[src/bcel_pkg.sv]
package bcel_pkg;

	localparam int unsigned CHAN_COUNT = 4;
	localparam int unsigned ADDR_W     = 4;
	localparam int unsigned DATA_W     = 8;
	localparam int unsigned Q_DEPTH    = 4;
	localparam int unsigned PTR_W      = 2;
	localparam int unsigned WORD_W     = 16;

	// Register offsets on the plain register port.
	localparam logic [3:0] ADDR_CHAN_ENABLE = 4'h0;
	localparam logic [3:0] ADDR_LOOP_SELECT = 4'h1;
	localparam logic [3:0] ADDR_BUSY_STATUS = 4'h2;
	localparam logic [3:0] ADDR_TX_DATA_LO  = 4'h4;
	localparam logic [3:0] ADDR_TX_DATA_HI  = 4'h5;
	localparam logic [3:0] ADDR_RX_DATA_LO  = 4'h6;
	localparam logic [3:0] ADDR_RX_DATA_HI  = 4'h7;
	localparam logic [3:0] ADDR_CHAN_SELECT = 4'h8;
	localparam logic [3:0] ADDR_PTR_STATUS  = 4'h9;

	localparam logic [7:0] RESET_ENABLE = 8'h00;
	localparam logic [7:0] RESET_LOOP   = 8'h00;
	localparam logic [7:0] READ_ZERO    = 8'h00;
	localparam logic [15:0] WORD_ZERO   = 16'h0000;

	// Cycles a word takes on the wire; arbitrary transfer length.
	localparam logic [3:0] XFER_CYCLES = 4'h8;

	typedef enum logic [2:0] {
		CH_OFF  = 3'b001,
		CH_BUS  = 3'b010,
		CH_LOOP = 3'b100
	} bcel_mode_t;

	typedef struct packed {
		logic [ADDR_W-1:0] addr;
		logic [DATA_W-1:0] wdata;
		logic              wr;
		logic              rd;
	} bcel_req_t;

	typedef struct packed {
		logic clr;
		logic push;
		logic pop;
		logic [WORD_W-1:0] wdata;
	} bcel_qcmd_t;

endpackage

[src/bcel_queue.sv]
module bcel_queue
	import bcel_pkg::*;
(
	input  wire logic              clk_i,
	input  wire logic              rst_i,
	input  wire bcel_qcmd_t        cmd_i,
	output logic [WORD_W-1:0]      head_o,
	output logic [PTR_W-1:0]       wptr_o,
	output logic [PTR_W-1:0]       rptr_o,
	output logic                   empty_o
);

	logic [WORD_W-1:0] mem [Q_DEPTH];
	logic [WORD_W-1:0] next_mem [Q_DEPTH];
	logic [PTR_W-1:0]  wptr;
	logic [PTR_W-1:0]  rptr;
	logic [PTR_W:0]    fill;
	logic [PTR_W-1:0]  next_wptr;
	logic [PTR_W-1:0]  next_rptr;
	logic [PTR_W:0]    next_fill;
	logic              do_push;
	logic              do_pop;

	// Pointers wrap naturally at the queue depth in every mode.
	always_comb begin
		do_push   = cmd_i.push && (fill != (PTR_W+1)'(Q_DEPTH));
		do_pop    = cmd_i.pop && (fill != '0);
		next_mem  = mem;
		next_wptr = wptr;
		next_rptr = rptr;
		next_fill = fill;
		if (cmd_i.clr) begin
			next_wptr = '0;
			next_rptr = '0;
			next_fill = '0;
			for (int i = 0; i < Q_DEPTH; i++) begin
				next_mem[i] = WORD_ZERO;
			end
		end else begin
			if (do_push) begin
				next_mem[wptr] = cmd_i.wdata;
				next_wptr = wptr + 1'b1;
			end
			if (do_pop) begin
				next_rptr = rptr + 1'b1;
			end
			next_fill = fill + (PTR_W+1)'(do_push) - (PTR_W+1)'(do_pop);
		end
	end

	always_ff @(posedge clk_i) begin
		if (rst_i) begin
			wptr <= '0;
			rptr <= '0;
			fill <= '0;
			for (int i = 0; i < Q_DEPTH; i++) begin
				mem[i] <= WORD_ZERO;
			end
		end else begin
			wptr <= next_wptr;
			rptr <= next_rptr;
			fill <= next_fill;
			mem  <= next_mem;
		end
	end

	assign head_o  = mem[rptr];
	assign wptr_o  = wptr;
	assign rptr_o  = rptr;
	assign empty_o = (fill == '0);

endmodule

[src/bcel_top.sv]
module bcel_top
	import bcel_pkg::*;
(
	input  wire logic                   clk_i,
	input  wire logic                   rst_i,
	input  wire logic [ADDR_W-1:0]      addr_i,
	input  wire logic [DATA_W-1:0]      wdata_i,
	input  wire logic                   wr_i,
	input  wire logic                   rd_i,
	output logic [DATA_W-1:0]           rdata_o,
	input  wire logic [CHAN_COUNT-1:0]  bus_rx_i,
	output logic [CHAN_COUNT-1:0]       bus_tx_o,
	output logic [CHAN_COUNT-1:0]       bus_tx_oe_o
);

	////////////////////////////////////////////////////////////////////
	bcel_req_t req;
	logic [CHAN_COUNT-1:0] rx_meta;
	logic [CHAN_COUNT-1:0] rx_sync;
	logic [CHAN_COUNT-1:0] on_bit;
	logic [CHAN_COUNT-1:0] loop_bit;
	logic [CHAN_COUNT-1:0] next_on_bit;
	logic [CHAN_COUNT-1:0] next_loop_bit;
	logic [1:0]            sel;
	logic [1:0]            next_sel;
	logic [DATA_W-1:0]     rdata;
	logic [DATA_W-1:0]     next_rdata;
	logic [WORD_W-1:0]     tx_hold;
	logic [WORD_W-1:0]     next_tx_hold;
	logic [CHAN_COUNT-1:0] chan_clr;
	logic [CHAN_COUNT-1:0] busy;
	logic [CHAN_COUNT-1:0] tx_q_empty;
	logic [CHAN_COUNT-1:0] rx_q_empty;
	logic [WORD_W-1:0]     rx_head [CHAN_COUNT];
	logic [PTR_W-1:0]      tx_wp [CHAN_COUNT];
	logic [PTR_W-1:0]      tx_rp [CHAN_COUNT];
	logic [PTR_W-1:0]      rx_wp [CHAN_COUNT];
	logic [PTR_W-1:0]      rx_rp [CHAN_COUNT];

	assign req = '{addr: addr_i, wdata: wdata_i, wr: wr_i, rd: rd_i};

	always_ff @(posedge clk_i) begin
		if (rst_i) begin
			rx_meta <= '0;
			rx_sync <= '0;
		end else begin
			rx_meta <= bus_rx_i;
			rx_sync <= rx_meta;
		end
	end

	////////////////////////////////////////////////////////////////////
	// Control registers take effect on the edge that ends the write.
	always_comb begin
		next_on_bit   = on_bit;
		next_loop_bit = loop_bit;
		next_sel      = sel;
		next_tx_hold  = tx_hold;
		if (req.wr) begin
			unique case (req.addr)
				ADDR_CHAN_ENABLE: begin
					next_on_bit = req.wdata[CHAN_COUNT-1:0];
				end
				ADDR_LOOP_SELECT: begin
					next_loop_bit = req.wdata[CHAN_COUNT-1:0];
				end
				ADDR_CHAN_SELECT: next_sel = req.wdata[1:0];
				ADDR_TX_DATA_LO:  next_tx_hold[7:0] = req.wdata;
				ADDR_TX_DATA_HI:  next_tx_hold[15:8] = req.wdata;
				default: ;
			endcase
		end
		// Loop wins over enable, so a channel is never on both paths.
		next_on_bit = next_on_bit & ~next_loop_bit;
	end

	always_ff @(posedge clk_i) begin
		if (rst_i) begin
			on_bit   <= RESET_ENABLE[CHAN_COUNT-1:0];
			loop_bit <= RESET_LOOP[CHAN_COUNT-1:0];
			sel      <= '0;
			tx_hold  <= WORD_ZERO;
		end else begin
			on_bit   <= next_on_bit;
			loop_bit <= next_loop_bit;
			sel      <= next_sel;
			tx_hold  <= next_tx_hold;
		end
	end

	always_comb begin
		next_rdata = READ_ZERO;
		if (req.rd) begin
			unique case (req.addr)
				ADDR_CHAN_ENABLE: next_rdata = DATA_W'(on_bit);
				ADDR_LOOP_SELECT: next_rdata = DATA_W'(loop_bit);
				ADDR_BUSY_STATUS: next_rdata = DATA_W'(busy);
				ADDR_CHAN_SELECT: next_rdata = DATA_W'(sel);
				ADDR_RX_DATA_LO:  next_rdata = rx_head[sel][7:0];
				ADDR_RX_DATA_HI:  next_rdata = rx_head[sel][15:8];
				ADDR_PTR_STATUS:  next_rdata = {tx_wp[sel], tx_rp[sel],
					rx_wp[sel], rx_rp[sel]};
				default:          next_rdata = READ_ZERO;
			endcase
		end
	end

	always_ff @(posedge clk_i) begin
		if (rst_i) begin
			rdata <= READ_ZERO;
		end else begin
			rdata <= next_rdata;
		end
	end

	assign rdata_o = rdata;

	////////////////////////////////////////////////////////////////////
	// Per channel: mode machine, transfer engine and two queues.
	for (genvar c = 0; c < CHAN_COUNT; c++) begin : g_chan
		bcel_mode_t mode;
		bcel_mode_t next_mode;
		logic [3:0] cnt;
		logic [3:0] next_cnt;
		logic [WORD_W-1:0] shift;
		logic [WORD_W-1:0] next_shift;
		logic [WORD_W-1:0] tx_head;
		logic tx_o;
		logic oe_o;
		logic next_tx;
		logic next_oe;
		logic rx_full;
		bcel_qcmd_t tx_cmd;
		bcel_qcmd_t rx_cmd;

		always_comb begin
			next_mode = CH_OFF;
			if (loop_bit[c]) begin
				next_mode = CH_LOOP;
			end else if (on_bit[c]) begin
				next_mode = CH_BUS;
			end
		end

		// Any mode change clears the channel: covers disable, loop entry
		// and loop exit alike.
		assign chan_clr[c] = (next_mode != mode);

		always_comb begin
			next_cnt   = cnt;
			next_shift = shift;
			tx_cmd     = '{clr: chan_clr[c], push: 1'b0, pop: 1'b0,
				wdata: tx_hold};
			rx_cmd     = '{clr: chan_clr[c], push: 1'b0, pop: 1'b0,
				wdata: shift};
			if (req.wr && req.addr == ADDR_TX_DATA_HI && sel == 2'(c)) begin
				tx_cmd.push = 1'b1;
				tx_cmd.wdata = {req.wdata, tx_hold[7:0]};
			end
			if (req.rd && req.addr == ADDR_RX_DATA_HI && sel == 2'(c)) begin
				rx_cmd.pop = 1'b1;
			end
			if (chan_clr[c] || mode == CH_OFF) begin
				next_cnt   = '0;
				next_shift = WORD_ZERO;
			end else if (cnt == '0) begin
				if (!tx_q_empty[c]) begin
					tx_cmd.pop = 1'b1;
					next_shift = tx_head;
					next_cnt   = XFER_CYCLES;
				end
			end else begin
				// Loop feeds the shifter its own output, bus its receiver.
				next_shift = {shift[WORD_W-2:0], (mode == CH_LOOP) ?
					shift[WORD_W-1] : rx_sync[c]};
				next_cnt = cnt - 4'h1;
				if (cnt == 4'h1) begin
					rx_cmd.push  = 1'b1;
					rx_cmd.wdata = next_shift;
				end
			end
			next_oe = (mode == CH_BUS) && !chan_clr[c] && (next_cnt != '0);
			next_tx = next_oe & next_shift[WORD_W-1];
		end

		always_ff @(posedge clk_i) begin
			if (rst_i) begin
				mode  <= CH_OFF;
				cnt   <= '0;
				shift <= WORD_ZERO;
				tx_o  <= 1'b0;
				oe_o  <= 1'b0;
			end else begin
				mode  <= next_mode;
				cnt   <= next_cnt;
				shift <= next_shift;
				tx_o  <= next_tx;
				oe_o  <= next_oe;
			end
		end

		assign busy[c]        = (cnt != '0);
		assign rx_full        = (rx_wp[c] == rx_rp[c]) && !rx_q_empty[c];
		assign bus_tx_o[c]    = tx_o;
		assign bus_tx_oe_o[c] = oe_o;

		bcel_queue u_tx_q (
			.clk_i   (clk_i),
			.rst_i   (rst_i),
			.cmd_i   (tx_cmd),
			.head_o  (tx_head),
			.wptr_o  (tx_wp[c]),
			.rptr_o  (tx_rp[c]),
			.empty_o (tx_q_empty[c])
		);

		bcel_queue u_rx_q (
			.clk_i   (clk_i),
			.rst_i   (rst_i),
			.cmd_i   (rx_cmd),
			.head_o  (rx_head[c]),
			.wptr_o  (rx_wp[c]),
			.rptr_o  (rx_rp[c]),
			.empty_o (rx_q_empty[c])
		);

	end
endmodule

[config.mk]
export PLATFORM = sky130hd
export DESIGN_NAME = bcel_top
export DESIGN_NICKNAME = d
export VERILOG_FILES = /design/src/bcel_pkg.sv /design/src/bcel_queue.sv /design/src/bcel_top.sv
export SDC_FILE = /design/constraint.sdc
export NUM_CORES = 2
export LEC_CHECK = 0
export BUFFER_PORTS_ARGS = -buffer_cell sky130_fd_sc_hd__buf_4
export CAP_MARGIN = 20
export CELL_PAD_IN_SITES_DETAIL_PLACEMENT = 0
export CELL_PAD_IN_SITES_GLOBAL_PLACEMENT = 2
export CORE_UTILIZATION = 43
export DETAILED_ROUTE_END_ITERATION = 7
export PLACE_DENSITY_LB_ADDON = 0.1
export SLEW_MARGIN = 20
export SYNTH_ARGS = -nofsm -noshare
export SYNTH_HDL_FRONTEND = slang
export SYNTH_SLANG_ARGS = --single-unit
[constraint.sdc]
create_clock -name clk_i -period 5.4 [get_ports clk_i]
set_input_delay 0.81 -clock clk_i [delete_from_list [all_inputs] [get_ports clk_i]]
set_output_delay 0.81 -clock clk_i [all_outputs]
set_load 0.02 [all_outputs]
==> qor.csv <==
stage,metric,value,unit
clock_tree,cts_root_buf,clkbuf_16,
synth,synth_compound_area_frac,0.141,
synth,synth_flop_cell,dfxtp_1,
synth,synth_top_family_by_area,simple AND/OR/NAND/NOR gates,
synth,synth_xor_xnor_area_share,0.0115,
routing,drt_wl_total,101,mm
synth,netlist_top_cells_area,"dfxtp_1 (46%), nand2_1 (8.3%), mux2i_1 (7.7%)",
routing,wl_per_cell,22.9,µm
critical_path,end_kind,flip-flop,
synth,yosys.area_share.simple,0.184,
critical_path,r2r_cells,10,
timing,skew,0.0235,ns
cells_and_area,layout_commonest_cell,dfxtp_1,
critical_path,required,5.88,ns
synth,synthAdderAreaFrac,0.0280,
power_and_ir_drop,seqPwrFrac,0.481,
critical_path,r2r_setup_slack,1.71,ns
synth,synth_seq_cells,710,
timing,max_freq,0.271,GHz
global_routing,grt_antenna_before_repair,2,
power_and_ir_drop,comb_power_share,0.020,
critical_path,path_class,reg -> reg,
power_and_ir_drop,powerDensity,317,mW/mm²
cells_and_area,multiInputGateArea,0.0156,mm²
timing,rsz0062_at_grt,no,
cells_and_area,final_layout_size_suffix_gt1_frac,0.0967,
power_and_ir_drop,p_switching,0.00238,W
global_routing,grt_pass1_wl,151,mm
timing,fin_setup_tns,0,ns
clock_tree,cts-htree-levels,3,
placement,globalplace.congestion,0.846,
cells_and_area,nNetsFinal,3509,
synth,synth_cell_types,63,
floorplan,dieArea,0.0735,mm²
critical_path,path_buf_inv,2,
clock_tree,holdBufCountCts,0,
timing,finalCritPeriodShare,0.683,
power_and_ir_drop,p_leak,11.3,nW
synth,syn_area,0.0311,mm²
cells_and_area,layout-area-overhead-vs-synth,10.9,%
power_and_ir_drop,peakVddDrop,0.227,mV
cells_and_area,layout_common_cells,"dfxtp_1 (706), nand2_1 (687), a21oi_1 (403)",
synth,synthMuxAreaShare,0.132,
routing,drt_first_pass_iters,8,
power_and_ir_drop,swShare,0.218,
critical_path,cp_top_family,compound AO/OA/AOI/OAI gates,
synth,yosysSeqAreaShare,0.456,
clock_tree,clockBufferDepth,3,
routing,routed-via-count,25100,
floorplan,ios,36,
synth,synth_cells,3553,
global_routing,grt-ovfl-total,0,
floorplan,die_y,271,µm
global_routing,track_usage,0.272,
critical_path,reg2reg_from,g_chan[1].cnt[0]$_SDFF_PP0_,
clock_tree,cts_resized,0,
placement,hpwl,69.6,mm
critical_path,r2r_end,g_chan[1].u_rx_q.fill[2]$_SDFF_PP0_,
synth,ys_warn_count,0,
critical_path,worstPathArrival,4.17,ns
clock_tree,numCtsBuffers,79,
clock_tree,clk_latency,0.63,ns
critical_path,cpMaxStageDelayCell,a2111oi_4,
timing,period_needed,3.69,ns
clock_tree,cts_tree,built,
synth,async_flop_share,0,
critical_path,path_cells,"inv_1, ha_1, or4b_2, a2111oi_4, ha_1, inv_1, fa_1, xor2_1, xnor2_1, nor2_1",
power_and_ir_drop,totalPowerFinal,0.0109,W
power_and_ir_drop,clkPwrFrac,0.500,
routing,dr.first_iter.drc_count,2305,
routing,vias_per_cell,5.67,
status,status,"finished, final reports clean",
floorplan,core_area,0.0716,mm²
synth,syn_nets,3638,
power_and_ir_drop,p_int,0.00856,W
synth,yosysTopAreaCell,dfxtp_1,
routing,ant_nets,0,
critical_path,critical-path-max-stage-delay,0.93,ns
clock_tree,clock_sinks,710,
floorplan,num_rows,98,
critical_path,cp-startpoint,g_chan[1].cnt[0]$_SDFF_PP0_,
timing,relSlewSlack,0.245,
clock_tree,clk_pin_slew,0.06,ns
timing,tightest_slew,1.13,ns
cells_and_area,regArea,0.0142,mm²
timing,hold_viol,0,
critical_path,start_kind,flip-flop,
clock_tree,post_cts_buffers,0,
critical_path,path_depth,10,
run,drv_cap,0,
critical_path,cp-endpoint,g_chan[1].u_rx_q.fill[2]$_SDFF_PP0_,
worst_hold_path,min_path_type,in -> reg,
global_routing,grt_pass1_vias,23700,
critical_path,crit_path_max_fanout,17,
synth,synth_top_area_frac,0.456,
timing,setup_viol,0,
floorplan,start_util,0.435,
floorplan,dieWidth,271,µm
synth,synth_area_per_cell,8.76,µm²
cells_and_area,num-fill-cells,6825,
placement,port_buffers,35,
timing,slew_viol_final,0,
global_routing,grt_max_degree,143,
synth,synth_edf_count,0,
routing,drcViolationCount,0,
==> synthesized netlist by cell type (36+ instances only) <==
cell and count:
ha_1 57, buf_2 36, nand2_1 688, nor2_1 326, clkbuf_1 222, a21oi_1 403
mux4_2 71, inv_1 63, mux2i_1 240, dfxtp_1 710, nand3_1 128, a211oi_1 198
o22ai_1 69
==> layer usage <==
layer  global-route usage  wire length, µm
met5                    0               13
met4                0.109             4220
met3               0.0394             5490
met2                0.420            45200
met1                0.381            46600
==> per-stage QoR <==
step                      setup slack, ns  hold WS, ns  cells  instance area [µm²]   util
after floorplan                      2.18        0.414   3553                31100      -
after global placement               1.66        0.424   4293                31900  0.445
after detailed placement             1.59        0.428   4293                31900  0.446
after CTS                            1.71        0.367   4435                34500  0.482
after global routing                 1.45        0.396   4435                34500  0.482
final                                1.71        0.397   4437                34500  0.482
==> final cells by class <==
cell class / count / area share
antenna: 2 / 0.000145
clock buffer: 125 / 0.0704
clock inverter: 17 / 0.00587
inverter: 64 / 0.00695
multi-input combinational: 2483 / 0.451
sequential: 710 / 0.412
tap: 950 / 0.0344
timing repair buffer: 86 / 0.0198
==> worst min-delay path by stage <==
stage	cells after the start	startpoint	end	slack (ns)
global placement	1	rx_meta[3]$_SDFF_PP0_	rx_sync[3]$_SDFF_PP0_	0.42
CTS	2	bus_rx_i[3]	rx_meta[3]$_SDFF_PP0_	0.37
floorplan	1	rx_meta[0]$_SDFF_PP0_	rx_sync[0]$_SDFF_PP0_	0.41
detailed placement	1	rx_meta[3]$_SDFF_PP0_	rx_sync[3]$_SDFF_PP0_	0.43
global route	2	bus_rx_i[2]	rx_meta[2]$_SDFF_PP0_	0.40
finish	2	bus_rx_i[3]	rx_meta[3]$_SDFF_PP0_	0.40
==> flip-flops by register name, indices dropped and copies added, names as in the netlist <==
name,cells
g_chan.shift,64
g_chan.mode,12
g_chan.u_tx_q.rptr_o,8
g_chan.u_tx_q.wptr_o,8
loop_bit,4
g_chan.u_rx_q.mem,256
g_chan.cnt,16
g_chan.u_rx_q.rptr_o,8
g_chan.u_rx_q.wptr_o,8
tx_hold,16
g_chan.oe_o,4
rx_meta,4
on_bit,4
g_chan.tx_o,4
rx_sync,4
sel,2
g_chan.u_tx_q.fill,12
g_chan.u_tx_q.mem,256
g_chan.u_rx_q.fill,12
rdata_o,8
==> worst register-to-register path, stage by stage (launching register included) <==
cell       delay, ns
dfxtp_1         0.41
inv_1           0.10
ha_1            0.28
or4b_2          0.72
a2111oi_4       0.93
ha_1            0.27
inv_1           0.05
fa_1            0.37
xor2_1          0.20
xnor2_1         0.16
nor2_1          0.06
==> power by group through the flow <==
| stage | combinational (W) | sequential [W] | clock (W) |
|---|---|---|---|
| finish | 0.000215 | 0.00526 | 0.00547 |
| floorplan | 0.000137 | 0.00537 | 0 |
| detailed placement | 0.000212 | 0.00538 | 0 |
| CTS | 0.000213 | 0.00526 | 0.00556 |
| global placement | 0.000208 | 0.00538 | 0 |
| global route | 0.000228 | 0.00526 | 0.00579 |
==> cell families after synthesis <==
| kind of cell | after synthesis |
|---|---|
| DFF | 710 |
| xor gates and xnor gates | 41 |
| adders and majority gates | 65 |
| muxes | 321 |
| and+or+nand+nor | 1334 |
| buffers and inverters | 360 |
| AOI/OAI and AO/OA | 722 |
Note: power is estimated with default switching activity, not from simulation.
